`config.mk`:
```
export PLATFORM = sky130hd
export DESIGN_NAME = usd_shadow_port
export DESIGN_NICKNAME = d
export VERILOG_FILES = /design/src/usd_pkg.sv /design/src/usd_byte_fifo.sv /design/src/usd_shadow_port.sv
export SDC_FILE = /design/constraint.sdc
export NUM_CORES = 1
export LEC_CHECK = 0
export ABC_AREA = 0
export BUFFER_PORTS_ARGS = -buffer_cell sky130_fd_sc_hd__buf_2
export CELL_PAD_IN_SITES_DETAIL_PLACEMENT = 1
export CELL_PAD_IN_SITES_GLOBAL_PLACEMENT = 1
export CORE_MARGIN = 8
export CORE_UTILIZATION = 40
export DETAILED_ROUTE_END_ITERATION = 7
export HOLD_SLACK_MARGIN = 0.03
export PLACE_DENSITY_LB_ADDON = 0.12
export SLEW_MARGIN = 20
export SYNTH_ARGS = -nofsm -noshare
export SYNTH_HDL_FRONTEND = slang
export SYNTH_HIERARCHICAL = 1
export SYNTH_SLANG_ARGS = --single-unit
```
`constraint.sdc`:
```
create_clock -name mclk -period 4.35 [get_ports mclk]
set_clock_uncertainty 0.15 [all_clocks]
set_input_delay 0 -clock mclk [delete_from_list [all_inputs] [get_ports mclk]]
set_output_delay 0 -clock mclk [all_outputs]
set_load 0.03 [all_outputs]
```
`src/usd_pkg.sv`:
```
// constants and types shared by the shadow data port
package usd_pkg;
  ////////////////////////////////////////////////////////////////
  // register map (byte addresses)
  localparam logic [31:0] SLOT6_ADDR  = 32'h5000_1048;
  localparam int          SLOT6_INDEX = 6;
  localparam int          NUM_SLOTS   = 16;
  localparam logic [31:0] ALIAS_BASE  = SLOT6_ADDR - 32'(SLOT6_INDEX * 4);
  localparam logic [31:0] ALIAS_SPAN  = 32'(NUM_SLOTS * 4);
  localparam logic [31:0] CTRL_ADDR   = 32'h5000_1100;
  localparam logic [31:0] STAT_ADDR   = 32'h5000_1104;
  localparam int          DATA_W      = 8;
  localparam logic [7:0]  DATA_RST    = 8'h00;

  ////////////////////////////////////////////////////////////////
  // field positions
  localparam int CTRL_FIFO_EN_BIT = 0;
  localparam int CTRL_IR_BIT      = 1;
  localparam int ST_RX_VALID_BIT  = 0;
  localparam int ST_OVERRUN_BIT   = 1;
  localparam int ST_THR_EMPTY_BIT = 5;
  localparam int ST_TX_IDLE_BIT   = 6;

  ////////////////////////////////////////////////////////////////
  // defaults and counts
  localparam int DEF_FIFO_DEPTH   = 16;
  localparam int DEF_CLKS_PER_BIT = 16;
  localparam int LAST_DATA_BIT    = DATA_W - 1;

  // serial engine states, gray along idle-start-data-stop
  typedef enum logic [1:0] {
    USD_IDLE  = 2'h0,
    USD_START = 2'h1,
    USD_DATA  = 2'h3,
    USD_STOP  = 2'h2
  } usd_ser_e;

  typedef struct packed {
    logic ir_mode;
    logic fifo_en;
  } usd_ctrl_s;

  typedef struct packed {
    logic tx_idle;
    logic thr_empty;
    logic overrun;
    logic rx_valid;
  } usd_stat_s;

  localparam usd_ctrl_s CTRL_RST = '{ir_mode: 1'b0, fifo_en: 1'b0};
endpackage : usd_pkg

```
`src/usd_byte_fifo.sv`:
```
// byte queue with a one-entry overwrite mode for fifos-off operation
module usd_byte_fifo #(
  parameter int W = 8,
  parameter int D = 16
) (
  // clock and reset
  input  wire logic         mclk,
  input  wire logic         rst,
  // control
  input  wire logic         flush,
  input  wire logic         single,
  // fill side
  input  wire logic         push,
  input  wire logic [W-1:0] din,
  // drain side
  input  wire logic         pop,
  output logic      [W-1:0] dout,
  output logic              empty,
  output logic              full
);
  localparam int AW = (D > 1) ? $clog2(D) : 1;
  localparam int CW = $clog2(D + 1);

  logic [W-1:0]  mem [D];
  logic [AW-1:0] wr_reg, wr_next, rd_reg, rd_next;
  logic [CW-1:0] cnt_reg, cnt_next;
  logic          do_pop, do_push, ovw;

  function automatic logic [AW-1:0] inc(input logic [AW-1:0] p);
    return (p == AW'(D - 1)) ? '0 : p + AW'(1);
  endfunction : inc

  ////////////////////////////////////////////////////////////////
  // single mode holds one entry; a later push replaces it
  assign empty   = (cnt_reg == '0);
  assign full    = single ? !empty : (cnt_reg == CW'(D));
  assign do_pop  = pop & !empty;
  assign do_push = push & (!full | do_pop);
  assign ovw     = push & full & single & !do_pop;
  assign dout    = mem[rd_reg];

  // pointer and count update
  always_comb begin
    wr_next  = wr_reg;
    rd_next  = rd_reg;
    cnt_next = cnt_reg;
    if (flush) begin
      wr_next  = '0;
      rd_next  = '0;
      cnt_next = '0;
    end else begin
      if (do_push) wr_next = inc(wr_reg);
      if (do_pop)  rd_next = inc(rd_reg);
      if (do_push & !do_pop) cnt_next = cnt_reg + CW'(1);
      if (do_pop & !do_push) cnt_next = cnt_reg - CW'(1);
    end
  end

  always_ff @(posedge mclk) begin
    if (rst) begin
      wr_reg  <= '0;
      rd_reg  <= '0;
      cnt_reg <= '0;
    end else begin
      wr_reg  <= wr_next;
      rd_reg  <= rd_next;
      cnt_reg <= cnt_next;
    end
  end

  // storage; cleared on reset so a read of a never-filled queue gives zero, not unknowns
  always_ff @(posedge mclk) begin
    if (rst) begin
      for (int i = 0; i < D; i++) mem[i] <= '0;
    end else if (!flush && (do_push || ovw)) begin
      mem[ovw ? rd_reg : wr_reg] <= din;
    end
  end
endmodule : usd_byte_fifo

```
`src/usd_shadow_port.sv`:
```
// apb shadow data alias with serial and infrared line engines
// Operation
// - all sixteen alias words decode to the same receive/transmit data path
// - read returns received byte in low eight bits, serial or infrared input
// - read data only valid while receive-data-valid flag is set
// - fifos off: new character overwrites unread byte and flags overrun
// - fifos on: read returns the head of the receive fifo
// - receive fifo full: keep contents, drop new character, flag overrun
// - written byte is sent on serial output or active-low infrared output
// - fifos off: one write clears the transmit-holding-empty flag
// - fifos off: further writes before empty flag returns replace pending byte
// - fifos on: accept writes up to fifo depth, sixteen by default
// - transmit fifo full: written data dropped, queue unchanged
module usd_shadow_port #(
  parameter int FIFO_DEPTH   = usd_pkg::DEF_FIFO_DEPTH,
  parameter int CLKS_PER_BIT = usd_pkg::DEF_CLKS_PER_BIT
) (
  // clock and reset
  input  wire logic        mclk,
  input  wire logic        rst,
  // apb slave
  input  wire logic        psel,
  input  wire logic        penable,
  input  wire logic        pwrite,
  input  wire logic [31:0] paddr,
  input  wire logic [31:0] pwdata,
  output logic      [31:0] prdata,
  output logic             pready,
  output logic             pslverr,
  // line side
  input  wire logic        sin,
  input  wire logic        sir_in,
  output logic             sout,
  output logic             sir_out_n,
  // flags to the rest of the uart
  output logic             receive_data_valid_flag,
  output logic             transmit_holding_empty_flag,
  output logic             overrun_error,
  output logic             fifo_enabled
);
  localparam int CW = $clog2(CLKS_PER_BIT);
  localparam logic [CW-1:0] BIT_LAST  = CW'(CLKS_PER_BIT - 1);
  localparam logic [CW-1:0] HALF_LAST = CW'(CLKS_PER_BIT / 2 - 1);
  localparam logic [2:0]    BITN_LAST = 3'(usd_pkg::LAST_DATA_BIT);

  function automatic logic is_alias(input logic [31:0] a);
    return (a >= usd_pkg::ALIAS_BASE) && (a < usd_pkg::ALIAS_BASE + usd_pkg::ALIAS_SPAN)
           && (a[1:0] == 2'h0);
  endfunction : is_alias

  ////////////////////////////////////////////////////////////////
  // declarations
  logic [31:0]        prdata_reg, prdata_next;
  logic               pready_reg, pready_next, pslverr_reg, pslverr_next;
  usd_pkg::usd_ctrl_s ctrl_reg, ctrl_next;
  logic               ovr_reg, ovr_next;
  usd_pkg::usd_stat_s stat_live, stat_reg;
  logic               setup_done, acc_end, hit_alias, hit_ctrl, hit_stat, hit_any;
  logic               ctrl_wr, flush, ovr_clr, rx_drop;
  logic [7:0]         rx_dout, tx_dout;
  logic               rx_empty, rx_full, tx_empty, tx_full;
  logic               rx_push, rx_pop, tx_push, tx_pop;
  usd_pkg::usd_ser_e  rx_st_reg, rx_st_next, tx_st_reg, tx_st_next;
  logic [CW-1:0]      rx_cnt_reg, rx_cnt_next, tx_cnt_reg, tx_cnt_next;
  logic [2:0]         rx_bit_reg, rx_bit_next, tx_bit_reg, tx_bit_next;
  logic [7:0]         rx_sh_reg, rx_sh_next, tx_sh_reg, tx_sh_next;
  logic               rx_in, tx_line, sout_reg, sout_next, sirn_reg, sirn_next;

  ////////////////////////////////////////////////////////////////
  // bus decode; one wait state so every answer comes from a flop
  assign setup_done = psel & penable & !pready_reg;
  assign acc_end    = psel & penable & pready_reg;
  assign hit_alias  = is_alias(paddr);
  assign hit_ctrl   = (paddr == usd_pkg::CTRL_ADDR);
  assign hit_stat   = (paddr == usd_pkg::STAT_ADDR);
  assign hit_any    = hit_alias | hit_ctrl | hit_stat;

  // side effects: reads pop when data is latched, writes at completion
  assign rx_pop  = setup_done & !pwrite & hit_alias;
  assign tx_push = acc_end & pwrite & hit_alias;
  assign ctrl_wr = acc_end & pwrite & hit_ctrl;
  assign ovr_clr = setup_done & !pwrite & hit_stat;
  // changing the fifo mode empties both queues
  assign flush   = ctrl_wr & (pwdata[usd_pkg::CTRL_FIFO_EN_BIT] != ctrl_reg.fifo_en);

  // live status view
  always_comb begin
    stat_live.rx_valid  = !rx_empty;
    stat_live.overrun   = ovr_reg;
    stat_live.thr_empty = tx_empty;
    stat_live.tx_idle   = tx_empty & (tx_st_reg == usd_pkg::USD_IDLE);
  end

  // apb answer and control register next values
  always_comb begin
    pready_next  = setup_done;
    prdata_next  = prdata_reg;
    pslverr_next = pslverr_reg;
    ctrl_next    = ctrl_reg;
    if (setup_done) begin
      prdata_next  = '0;
      pslverr_next = !hit_any;
      if (!pwrite && hit_alias) begin
        prdata_next = 32'(rx_dout);
      end else if (!pwrite && hit_ctrl) begin
        prdata_next[usd_pkg::CTRL_FIFO_EN_BIT] = ctrl_reg.fifo_en;
        prdata_next[usd_pkg::CTRL_IR_BIT]      = ctrl_reg.ir_mode;
      end else if (!pwrite && hit_stat) begin
        prdata_next[usd_pkg::ST_RX_VALID_BIT]  = stat_live.rx_valid;
        prdata_next[usd_pkg::ST_OVERRUN_BIT]   = stat_live.overrun;
        prdata_next[usd_pkg::ST_THR_EMPTY_BIT] = stat_live.thr_empty;
        prdata_next[usd_pkg::ST_TX_IDLE_BIT]   = stat_live.tx_idle;
      end
    end
    if (ctrl_wr) begin
      ctrl_next.fifo_en = pwdata[usd_pkg::CTRL_FIFO_EN_BIT];
      ctrl_next.ir_mode = pwdata[usd_pkg::CTRL_IR_BIT];
    end
  end

  // overrun is sticky; a new event beats a clear by status read
  assign rx_drop = rx_push & rx_full & !rx_pop;
  always_comb begin
    ovr_next = rx_drop | (ovr_reg & !ovr_clr);
  end

  always_ff @(posedge mclk) begin
    if (rst) begin
      prdata_reg  <= '0;
      pready_reg  <= 1'b0;
      pslverr_reg <= 1'b0;
      ctrl_reg    <= usd_pkg::CTRL_RST;
      ovr_reg     <= 1'b0;
      stat_reg    <= '0;
    end else begin
      prdata_reg  <= prdata_next;
      pready_reg  <= pready_next;
      pslverr_reg <= pslverr_next;
      ctrl_reg    <= ctrl_next;
      ovr_reg     <= ovr_next;
      stat_reg    <= stat_live;
    end
  end

  ////////////////////////////////////////////////////////////////
  // queues; fifos off shrinks each to one overwritable entry
  usd_byte_fifo #(.W(usd_pkg::DATA_W), .D(FIFO_DEPTH)) u_rx_q (
    .mclk  (mclk),
    .rst   (rst),
    .flush (flush),
    .single(!ctrl_reg.fifo_en),
    .push  (rx_push),
    .din   (rx_sh_reg),
    .pop   (rx_pop),
    .dout  (rx_dout),
    .empty (rx_empty),
    .full  (rx_full)
  );

  usd_byte_fifo #(.W(usd_pkg::DATA_W), .D(FIFO_DEPTH)) u_tx_q (
    .mclk  (mclk),
    .rst   (rst),
    .flush (flush),
    .single(!ctrl_reg.fifo_en),
    .push  (tx_push),
    .din   (pwdata[usd_pkg::DATA_W-1:0]),
    .pop   (tx_pop),
    .dout  (tx_dout),
    .empty (tx_empty),
    .full  (tx_full)
  );

  ////////////////////////////////////////////////////////////////
  // receiver: 8 data bits, no parity, one stop; bad stop is dropped
  assign rx_in = ctrl_reg.ir_mode ? sir_in : sin;
  always_comb begin
    rx_st_next  = rx_st_reg;
    rx_cnt_next = rx_cnt_reg + CW'(1);
    rx_bit_next = rx_bit_reg;
    rx_sh_next  = rx_sh_reg;
    rx_push     = 1'b0;
    case (rx_st_reg)
      usd_pkg::USD_IDLE: begin
        rx_cnt_next = '0;
        if (!rx_in) rx_st_next = usd_pkg::USD_START;
      end
      usd_pkg::USD_START: begin
        // confirm start at mid-bit to reject glitches
        if (rx_cnt_reg == HALF_LAST) begin
          rx_cnt_next = '0;
          rx_bit_next = '0;
          rx_st_next  = rx_in ? usd_pkg::USD_IDLE : usd_pkg::USD_DATA;
        end
      end
      usd_pkg::USD_DATA: begin
        if (rx_cnt_reg == BIT_LAST) begin
          rx_cnt_next = '0;
          rx_sh_next  = {rx_in, rx_sh_reg[7:1]};
          rx_bit_next = rx_bit_reg + 3'h1;
          if (rx_bit_reg == BITN_LAST) rx_st_next = usd_pkg::USD_STOP;
        end
      end
      usd_pkg::USD_STOP: begin
        if (rx_cnt_reg == BIT_LAST) begin
          rx_push    = rx_in;
          rx_st_next = usd_pkg::USD_IDLE;
        end
      end
      default: rx_st_next = usd_pkg::USD_IDLE;
    endcase
  end

  always_ff @(posedge mclk) begin
    if (rst) begin
      rx_st_reg  <= usd_pkg::USD_IDLE;
      rx_cnt_reg <= '0;
      rx_bit_reg <= '0;
      rx_sh_reg  <= usd_pkg::DATA_RST;
    end else begin
      rx_st_reg  <= rx_st_next;
      rx_cnt_reg <= rx_cnt_next;
      rx_bit_reg <= rx_bit_next;
      rx_sh_reg  <= rx_sh_next;
    end
  end

  ////////////////////////////////////////////////////////////////
  // transmitter: takes the queue head as soon as it is idle
  always_comb begin
    tx_st_next  = tx_st_reg;
    tx_cnt_next = tx_cnt_reg + CW'(1);
    tx_bit_next = tx_bit_reg;
    tx_sh_next  = tx_sh_reg;
    tx_pop      = 1'b0;
    case (tx_st_reg)
      usd_pkg::USD_IDLE: begin
        tx_cnt_next = '0;
        if (!tx_empty) begin
          tx_pop     = 1'b1;
          tx_sh_next = tx_dout;
          tx_st_next = usd_pkg::USD_START;
        end
      end
      usd_pkg::USD_START: begin
        if (tx_cnt_reg == BIT_LAST) begin
          tx_cnt_next = '0;
          tx_bit_next = '0;
          tx_st_next  = usd_pkg::USD_DATA;
        end
      end
      usd_pkg::USD_DATA: begin
        if (tx_cnt_reg == BIT_LAST) begin
          tx_cnt_next = '0;
          tx_sh_next  = {1'b0, tx_sh_reg[7:1]};
          tx_bit_next = tx_bit_reg + 3'h1;
          if (tx_bit_reg == BITN_LAST) tx_st_next = usd_pkg::USD_STOP;
        end
      end
      usd_pkg::USD_STOP: begin
        if (tx_cnt_reg == BIT_LAST) tx_st_next = usd_pkg::USD_IDLE;
      end
      default: tx_st_next = usd_pkg::USD_IDLE;
    endcase
  end

  // line level; the unused output rests at its idle level
  always_comb begin
    tx_line = 1'b1;
    if (tx_st_reg == usd_pkg::USD_START) tx_line = 1'b0;
    if (tx_st_reg == usd_pkg::USD_DATA)  tx_line = tx_sh_reg[0];
    sout_next = ctrl_reg.ir_mode ? 1'b1 : tx_line;
    sirn_next = ctrl_reg.ir_mode ? tx_line : 1'b1;
  end

  always_ff @(posedge mclk) begin
    if (rst) begin
      tx_st_reg  <= usd_pkg::USD_IDLE;
      tx_cnt_reg <= '0;
      tx_bit_reg <= '0;
      tx_sh_reg  <= usd_pkg::DATA_RST;
      sout_reg   <= 1'b1;
      sirn_reg   <= 1'b1;
    end else begin
      tx_st_reg  <= tx_st_next;
      tx_cnt_reg <= tx_cnt_next;
      tx_bit_reg <= tx_bit_next;
      tx_sh_reg  <= tx_sh_next;
      sout_reg   <= sout_next;
      sirn_reg   <= sirn_next;
    end
  end

  ////////////////////////////////////////////////////////////////
  // outputs
  assign prdata                      = prdata_reg;
  assign pready                      = pready_reg;
  assign pslverr                     = pslverr_reg;
  assign sout                        = sout_reg;
  assign sir_out_n                   = sirn_reg;
  assign receive_data_valid_flag     = stat_reg.rx_valid;
  assign transmit_holding_empty_flag = stat_reg.thr_empty;
  assign overrun_error               = stat_reg.overrun;
  assign fifo_enabled                = ctrl_reg.fifo_en;
endmodule : usd_shadow_port

```
# Word-level counts from Yosys, hierarchy flattened

Memories as Yosys holds them, arrays and structs flattened. A register that Yosys moved wholly into a read port is not among the register bits.
Cells that the tools add are included.

ROM bits: 0
Flip-flop bits (word level): 102
Latch bits: 0
RAM bits: 256
Output and inout bits: 40
Input bits: 71
Memories: 2

Memory list:

| memory     | depth | bits a word | rd ports | clocked after Yosys merged registers in | write ports | RTL line            | RTL |
|---|---|---|---|---|---|---|---|
| u_rx_q.mem | 16    | 8           | 1        | 1                                       | 16          | usd_byte_fifo.sv:24 | `logic [W-1:0] mem [D];` |
| u_tx_q.mem | 16    | 8           | 1        | 1                                       | 16          | usd_byte_fifo.sv:24 |  |

Shift operators: 0
Reductions and logical operators: 46
Eq/ne operators: 30
Bitwise logic cells: 33
Multipliers: 0
Divide/modulo/power cells: 0
Add/sub/neg operators: 12
Multiplexer cells: 72
Order comparisons: 2

Operators with widths:

| cell                                                          | number |
|---|---|
| == test 32 x 31 -> 1 bit (second input constant)              | 2 |
| 2-to-1 mux 4 bit                                              | 15 |
| 2-to-1 mux 2 bit                                              | 17 |
| >= comparator 32 x 31 -> 1 bit (second input constant)        | 1 |
| less-than comparator 32 x 31 -> 1 bit (second input constant) | 1 |
| 2-to-1 mux 8 bit                                              | 4 |
| AND 1 bit                                                     | 27 |
| adder 4 x 1 -> 4 bit (second input constant)                  | 6 |
| == test 4 bit (second input constant)                         | 6 |
| 2-to-1 mux 1 bit                                              | 20 |
| 2-to-1 mux 5 bit                                              | 4 |
| != test 2 bit (second input constant)                         | 10 |
| one-hot mux 2 bit (4 select lines)                            | 2 |
| one-hot mux 8 bit (2 select lines)                            | 1 |
| OR reduction 8 bit                                            | 2 |
| logical NOT 1 bit                                             | 15 |
| 2-to-1 mux 3 bit                                              | 5 |
| one-hot mux 3 bit (2 select lines)                            | 2 |
| one-hot mux 4 bit (3 select lines)                            | 1 |
| adder 5 x 1 -> 5 bit (second input constant)                  | 2 |
| == test 5 bit (second input constant)                         | 2 |
| logical NOT 5 bit                                             | 2 |
| AND reduction 5 bit                                           | 2 |
| nonzero test 2 bit                                            | 5 |
| other kinds (16)                                              | 41 |

# Logic depth before layout (Yosys ltp)

Gate-level depths: netlist of the first run.

Depth in word-level cells: 14
Depth in mapped cells: 16
Mapped depth without buffers: 14

# Cells and area by module

Netlist of the first run, hierarchy kept.

By module, submodules not included:

| module                  | area an instance (µm²) | times used | cells an instance |
|---|---|---|---|
| usd_byte_fifo at u_rx_q | 7,005.5                | 1          | 540 |
| usd_byte_fifo at u_tx_q | 6,969.2                | 1          | 526 |
| usd_shadow_port         | 2,632.5                | 1          | 306 |

# Worst setup path after synthesis of the first run

Ideal clock, no wire load.

Kind: reg-to-reg
Start: reg rx_st_reg[1]
End: mem u_rx_q.mem[3][0] (enable)
Library setup time: 0.375 ns
Arrival: 3.082 ns
Cell stages (with the launch flop): 9
Setup slack: 0.743 ns
Buffers on the path: 2
Cell sequence: dfxtp_1 -> clkbuf_1 -> inv_1 -> nor4_1 -> o2111ai_4 -> nor4b_1 -> a31oi_4 -> buf_2 -> o21bai_1

RTL lines:

| item                   | RTL line               | RTL |
|---|---|---|
| start, declared        | usd_shadow_port.sv:63  | `usd_pkg::usd_ser_e rx_st_reg, rx_st_next, tx_st_reg, tx_st_next;` |
| start signal, assigned | usd_shadow_port.sv:215 | `rx_st_reg <= usd_pkg::USD_IDLE;` |
| start signal, assigned | usd_shadow_port.sv:220 | `rx_st_reg <= rx_st_next;` |
| end, declared          | usd_byte_fifo.sv:24    |  |

==> results of run 1 <==
==> metrics by stage <==
stage          cell area, um^2  hold WS (ns)  power, mW  setup WS (ns)  util (%)
6_report                 19150        0.1576      7.285         0.3626     46.79
5_1_grt                  19150        0.2414      7.511        0.05655     46.79
4_1_cts                  19140        0.1479      7.382         0.2442     46.77
3_5_place_dp             17400        0.1771      3.958         0.6715     42.53
3_3_place_gp             17400        0.1691      3.948         0.7555     42.52
2_1_floorplan            16690      -0.06671      3.861         0.7430         -
==> layout make-up <==
class | count | area, um^2 | share of cell area, %
inverter | 18 | 67.56 | 0.3528
clock buffer | 54 | 1105 | 5.770
multi-input combinational | 914 | 6556 | 34.24
sequential | 342 | 9413 | 49.16
tap | 532 | 665.6 | 3.476
clock inverter | 20 | 202.7 | 1.059
timing repair buffer | 158 | 1139 | 5.946
==> power by group through the flow <==
| stage | Combinational, mW | Clock [mW] | Sequential, mW |
|---|---|---|---|
| 3_3_place_gp | 0.243 | 0 | 3.70 |
| 3_5_place_dp | 0.246 | 0 | 3.71 |
| 2_1_floorplan | 0.165 | 0 | 3.70 |
| 6_report | 0.263 | 3.38 | 3.64 |
| 4_1_cts | 0.265 | 3.47 | 3.64 |
| 5_1_grt | 0.281 | 3.58 | 3.65 |
==> metal layers <==
| metal | routed length [um] | GRT usage (%) | part of all wire [%] |
|---|---|---|---|
| met5 | 0 | 0 | 0 |
| met4 | 1169 | 6.407 | 2.6 |
| met3 | 2063 | 3.030 | 4.6 |
| met2 | 22740 | 32.80 | 50 |
| met1 | 19230 | 23.43 | 43 |
==> placed cells by master, fill, tap and decap left out, drive strengths merged, types with 6 or more instances in the layout <==
master         n
edfxtp       256
nand3         36
nand2b         7
conb          24
nor3b          6
nor2         296
clkinv        13
mux2i         21
and3          10
a311oi        11
xnor2         10
or2            6
ha            14
nor3          67
mux4          80
a21oi         38
a211oi         8
and2           6
o21ai         29
xor2           6
a31oi         27
dfxtp         86
or3            6
o21a           7
nor2b          9
nand4          7
clkbuf        54
a21o          17
buf          115
nand2         77
o211ai         6
dlygate4sd3   43
o21bai        18
nor4          17
inv           21
==> worst max-delay path, delay by kind of cell <==
family / cells / cell delay, ns
compound gates: 3 / 1.12
buf+inv: 4 / 1.62
simple gates: 6 / 1.27
==> repair_timing <==
| action | in CTS | in global routing |
|---|---|---|
| gates resized for setup | 0 | 2 |
| setup endpoints to repair | 0 | 3 |
| hold buffers | 43 | 0 |
| endpoints found under the hold margin | 153 | 0 |
| buffers inserted | 0 | 0 |
==> final timing paths <==
kind | to | depth (start not counted) | startpoint
max | u_tx_q/mem[13][4] | 13 | paddr[11]
min | u_rx_q/cnt_reg[2] | 7 | paddr[10]
max reg2reg | u_rx_q/cnt_reg[4] | 15 | pready
min reg2reg | tx_sh_reg[7] | 2 | tx_sh_reg[7]
==> impl_metrics.sql, run 1 <==
INSERT INTO impl_metrics (metric_group, metric, value, unit) VALUES
('sta', 'timing.final.max_slew_violations', '0', ''),
('pwr', 'cellLeakagePower', '6.387', 'nW'),
('finish', 'finalNonFillerCells', '2038', ''),
('clocking', 'path_clk_slew', '0.06', 'ns'),
('pwr', 'ir_worst_vdd', '313.6', 'uV'),
('floorplan', 'ios', '111', ''),
('floorplan', 'row_count', '74', ''),
('critical_path', 'crit_path_end_kind', 'flip-flop', ''),
('pwr', 'power.share.combinational', '3.6', '%'),
('routing', 'detailedRoute.firstIterationViolations', '677', ''),
('finish', 'fillers', '4320', ''),
('critical_path', 'crit_arrival', '4.03', 'ns'),
('clocking', 'clk_latency_worst_skew_pair', '0.56', 'ns'),
('routing', 'antenna_left', '0', ''),
('pwr', 'total_switching_power', '1.554', 'mW'),
('sta', 'rsz0062_at_grt', 'false', ''),
('placed_design', 'hpwlAfterDp', '31540', 'um'),
('sta', 'fin_crit_sh', '91.66', '%'),
('clocking', 'cts_tree', 'yes', ''),
('global_routing', 'grt.overflow.total', '0', ''),
('floorplan', 'fp.coreArea', '40920', 'um^2'),
('critical_path', 'criticalPathCategory', 'in2reg', ''),
('global_routing', 'grt_pass1_vias', '12030', ''),
('sta', 'final_period_minus_worst_setup_slack', '3.987', 'ns'),
('finish', 'finish.net_count', '1559', ''),
('finish', 'area_growth_syn_to_layout', '15.33', '%'),
('routing', 'drt_pass1_iterations', '4', ''),
('outcome', 'outcome', 'finished, final reports clean', ''),
('floorplan', 'die_area', '48280', 'um^2'),
('critical_path', 'startpoint_type', 'input port', ''),
('placed_design', 'port_buffers', '62', ''),
('sta', 'timing_hold_violations_final', '0', ''),
('clocking', 'cts.sinks', '342', ''),
('pwr', 'switching_share', '21.33', '%'),
('job', 'max_cap_check_violation_count', '0', ''),
('sta', 'relSlewSlack', '35.23', '%'),
('clocking', 'clock-root-buffer', 'sky130_fd_sc_hd__clkbuf_16', ''),
('sta', 'setup_total_negative_slack', '0', 'ns'),
('sta', 'tightestPinTransition', '0.9696', 'ns'),
('critical_path', 'timing.critical_path.cells', 'dlygate4sd3_1, buf_2, nor4b_1, dlygate4sd3_1, and3_1, nand2_1, nor2_1, nand2_1, a211oi_4, buf_4, nand2_1, a21oi_2, a21o_1', ''),
('logic_synthesis', 'yosysWarnings', '6', ''),
('clocking', 'cts_made_buffers', '40', ''),
('global_routing', 'largest_net_degree_at_the_start_of_global_routing', '46', ''),
('min_path', 'worst_hold_path_type', 'in2reg', ''),
('routing', 'drt-total-wl', '45200', 'um'),
('floorplan', 'initial_cell_density_of_the_core', '40.57', '%'),
('sta', 'max_clock_freq', '0.2508', 'GHz'),
('clocking', 'max_root_sink_buffers', '3', ''),
('finish', 'reg.largest.list', 'u_rx_q/mem x128, u_tx_q/mem x128', ''),
('critical_path', 'crit_top_cell', 'sky130_fd_sc_hd__nand2_1', ''),
('pwr', 'p_int', '5.731', 'mW'),
('placed_design', 'placedCellCount', '1921', ''),
('global_routing', 'first_pass_grt_wire_length', '70290', 'um'),
('pwr', 'pwr-share-clk', '46.4', '%'),
('routing', 'detailroute.via_count', '11265', ''),
('sta', 'finalSetupViolations', '0', ''),
('placed_design', 'finalWeightedCongestion', '0.7738', ''),
('finish', 'n_antenna_cell', '0', ''),
('routing', 'wire_per_inst', '22.18', 'um'),
('logic_synthesis', 'syn-instance-count', '1371', ''),
('clocking', 'ctsHtreeMaxLevel', '2', ''),
('critical_path', 'critical-path-max-stage-delay', '0.63', 'ns'),
('critical_path', 'timing.critical_path.required', '4.39', 'ns'),
('critical_path', 'critical-path-slowest-cell', 'sky130_fd_sc_hd__dlygate4sd3_1', ''),
('global_routing', 'grt_usage', '18.79', '%'),
('critical_path', 'reg2reg_slack', '0.40', 'ns'),
('pwr', 'power_density', '380.4', 'nW/um^2'),
('floorplan', 'fp.dieW', '219.7', 'um'),
('critical_path', 'path_max_fanout', '22', ''),
('finish', 'share_of_post_route_cells_with_drive_strength_above_1', '20.65', '%'),
('global_routing', 'grt_antenna_before_repair', '0', ''),
('logic_synthesis', 'postSynthAreaPerCell', '12.11', 'um^2'),
('logic_synthesis', 'syn_area', '16600', 'um^2'),
('routing', 'drc_errors', '0', ''),
('floorplan', 'die_y', '219.7', 'um'),
('pwr', 'power_share_of_the_sequential_group', '50.0', '%'),
('routing', 'detail_route.vias_per_cell', '5.527', '');
No activity file was read; power rests on OpenSTA's default activity.
==> run 2, diff against run 1 <==
--- a/config.mk
+++ b/config.mk
@@ -10,7 +10,7 @@
 export CELL_PAD_IN_SITES_DETAIL_PLACEMENT = 1
 export CELL_PAD_IN_SITES_GLOBAL_PLACEMENT = 1
 export CORE_MARGIN = 8
-export CORE_UTILIZATION = 40
+export CORE_UTILIZATION = 45
 export DETAILED_ROUTE_END_ITERATION = 7
 export HOLD_SLACK_MARGIN = 0.03
 export PLACE_DENSITY_LB_ADDON = 0.12
==> constraint.sdc (replaced) <==
create_clock -name mclk -period 4.35 [get_ports mclk]
set_clock_uncertainty 0.15 [all_clocks]
set_input_delay 0.435 -clock mclk [delete_from_list [all_inputs] [get_ports mclk]]
set_output_delay 0.435 -clock mclk [all_outputs]
set_load 0.03 [all_outputs]
==> impl_metrics.sql, run 2 (synthesis gave the netlist of run 1 again) <==
INSERT INTO impl_metrics (metric_group, metric, value, unit) VALUES
('outcome', 'outcome', 'finished, final reports clean', ''),
('clocking', 'ctsHtreeMaxLevel', '2', ''),
('sta', 'timing_hold_violations_final', '0', ''),
('global_routing', 'grt_pass1_vias', '11900', ''),
('pwr', 'power_density', '380.3', 'nW/um^2'),
('clocking', 'clk_latency_worst_skew_pair', '0.57', 'ns'),
('floorplan', 'fp.dieW', '208.1', 'um'),
('finish', 'finish.net_count', '1527', ''),
('critical_path', 'crit_path_end_kind', 'flip-flop', ''),
('critical_path', 'critical_path.startpoint', 'u_tx_q/cnt_reg[2]', ''),
('finish', 'area_growth_syn_to_layout', '12.52', '%'),
('floorplan', 'fp.coreArea', '36430', 'um^2'),
('sta', 'rsz0062_at_grt', 'false', ''),
('critical_path', 'criticalPathCategory', 'reg2reg', ''),
('clocking', 'cts_setup_buffers', '0', ''),
('floorplan', 'initial_cell_density_of_the_core', '45.57', '%'),
('sta', 'relSlewSlack', '33.49', '%'),
('global_routing', 'first_pass_grt_wire_length', '70090', 'um'),
('critical_path', 'reg2reg_from', 'u_tx_q/cnt_reg[2]', ''),
('routing', 'detailedRoute.firstIterationViolations', '503', ''),
('routing', 'detail_route.vias_per_cell', '5.763', ''),
('clocking', 'cts.sinks', '342', ''),
('routing', 'drt-total-wl', '45150', 'um'),
('routing', 'wire_per_inst', '23.29', 'um'),
('sta', 'finalSetupViolations', '0', ''),
('clocking', 'max_root_sink_buffers', '3', ''),
('clocking', 'postCtsResizedCells', '0', ''),
('clocking', 'cts_made_buffers', '39', ''),
('min_path', 'min_from', 'pwdata[1]', ''),
('clocking', 'cts_tree', 'yes', ''),
('critical_path', 'crit_arrival', '3.82', 'ns'),
('global_routing', 'grt_antenna_before_repair', '0', ''),
('critical_path', 'startpoint_type', 'flip-flop', ''),
('floorplan', 'die_area', '43300', 'um^2'),
('global_routing', 'grt.overflow.total', '0', ''),
('finish', 'seqCellArea', '9413', 'um^2'),
('finish', 'total_area_of_multi_input_combinational_cells', '6550', 'um^2'),
('sta', 'fin_crit_sh', '87.15', '%'),
('placed_design', 'port_buffers', '62', ''),
('finish', 'reg.largest.list', 'u_rx_q/mem x128, u_tx_q/mem x128', ''),
('finish', 'share_of_post_route_cells_with_drive_strength_above_1', '21.41', '%'),
('floorplan', 'die_y', '208.1', 'um'),
('min_path', 'worst_hold_path_type', 'in2reg', ''),
('routing', 'drc_errors', '0', ''),
('finish', 'most_frequent_cells_in_the_layout', 'sky130_fd_sc_hd__nor2_1, sky130_fd_sc_hd__edfxtp_1, sky130_fd_sc_hd__dfxtp_1', ''),
('clocking', 'path_clk_slew', '0.06', 'ns'),
('sta', 'setup_total_negative_slack', '0', 'ns'),
('finish', 'final_common_cell', 'sky130_fd_sc_hd__nor2_1', ''),
('finish', 'fillers', '3781', ''),
('pwr', 'cellLeakagePower', '6.205', 'nW'),
('routing', 'antenna_left', '0', ''),
('clocking', 'cts_hold_buffers', '0', ''),
('critical_path', 'reg2reg_slack', '0.56', 'ns'),
('routing', 'drt_pass1_iterations', '5', ''),
('sta', 'final_period_minus_worst_setup_slack', '3.791', 'ns'),
('floorplan', 'ios', '111', ''),
('placed_design', 'hpwlAfterDp', '31600', 'um'),
('global_routing', 'largest_net_degree_at_the_start_of_global_routing', '57', ''),
('sta', 'max_clock_freq', '0.2638', 'GHz'),
('clocking', 'clock-root-buffer', 'sky130_fd_sc_hd__clkbuf_16', ''),
('job', 'max_cap_check_violation_count', '0', ''),
('global_routing', 'grt_usage', '20.86', '%'),
('placed_design', 'finalWeightedCongestion', '0.7996', ''),
('critical_path', 'timing.critical_path.required', '4.37', 'ns'),
('routing', 'detailroute.via_count', '11174', ''),
('floorplan', 'row_count', '70', ''),
('pwr', 'ir_worst_vdd', '299.0', 'uV'),
('finish', 'fin_util', '51.28', '%'),
('critical_path', 'path_max_fanout', '8', ''),
('sta', 'tightestPinTransition', '0.9955', 'ns'),
('sta', 'timing.final.max_slew_violations', '0', ''),
('sta', 'timing.hold.ws', '0.06237', 'ns'),
('finish', 'n_antenna_cell', '0', '');
## run 2: cell count changes in the layout (fill, tap and decap cells not counted), sizes merged
| cell | delta |
|---|---|
| buf | +12 |
| bufinv | -1 |
| clkbuf | -2 |
| clkinvlp | +1 |
| dlygate4sd3 | -43 |
| inv | -2 |
## run 2: path summary, 6_finish.rpt
path,end,depth (start not counted)
worst max-delay path,u_tx_q/mem[3][4],9
worst min-delay path,ctrl_reg[1],3
worst max register to register,u_tx_q/mem[3][4],9
worst min register to register,tx_sh_reg[7],2
## run 2: critical path, stage by stage, from the launching register on
cell and delay (ns):
sky130_fd_sc_hd__dfxtp_1 0.45, sky130_fd_sc_hd__or4_1 0.35, sky130_fd_sc_hd__nor2_1 0.12, sky130_fd_sc_hd__nor3_1 0.64, sky130_fd_sc_hd__buf_4 0.28, sky130_fd_sc_hd__a211oi_4 0.07
sky130_fd_sc_hd__buf_4 0.17, sky130_fd_sc_hd__nor4_1 0.29, sky130_fd_sc_hd__a31oi_2 0.09, sky130_fd_sc_hd__o21bai_1 0.81
## run 2: layout make-up
class | instances | share of cell area, %
clock buffers | 52 | 5.592
clock inverters | 18 | 1.065
inverters | 18 | 0.3616
multi-input cells | 914 | 35.06
flip-flops and latches | 342 | 50.38
well taps | 468 | 3.134
repair buffers | 127 | 4.407
## run 2: metrics by stage
stage,cell area [um^2],instances,setup WS (ns),power [mW]
2_1_floorplan,16690,1394,0.6608,3.861
3_3_place_gp,17440,1869,0.3579,3.958
3_5_place_dp,17440,1869,0.2393,3.972
4_1_cts,18680,1939,0.6162,7.182
5_1_grt,18680,1939,0.4167,7.316
6_report,18680,1939,0.5588,7.106
## run 2: where the power goes
part	switching, mW	internal [mW]	leakage [nW]
Combinational	0.167	0.0910	2.42
Sequential	0.0337	3.61	3.18
Clock	1.33	1.88	0.599
Total	1.53	5.58	6.21
## run 2: layer usage
metal / GRT usage [%] / part of all wire [%] / vias to the layer above
li1: - / - / 5194
met1: 24.76 / 41 / 5663
met2: 37.83 / 52 / 252
met3: 3.637 / 4.6 / 65
met4: 6.951 / 2.8 / 0
met5: 0 / 0 / -
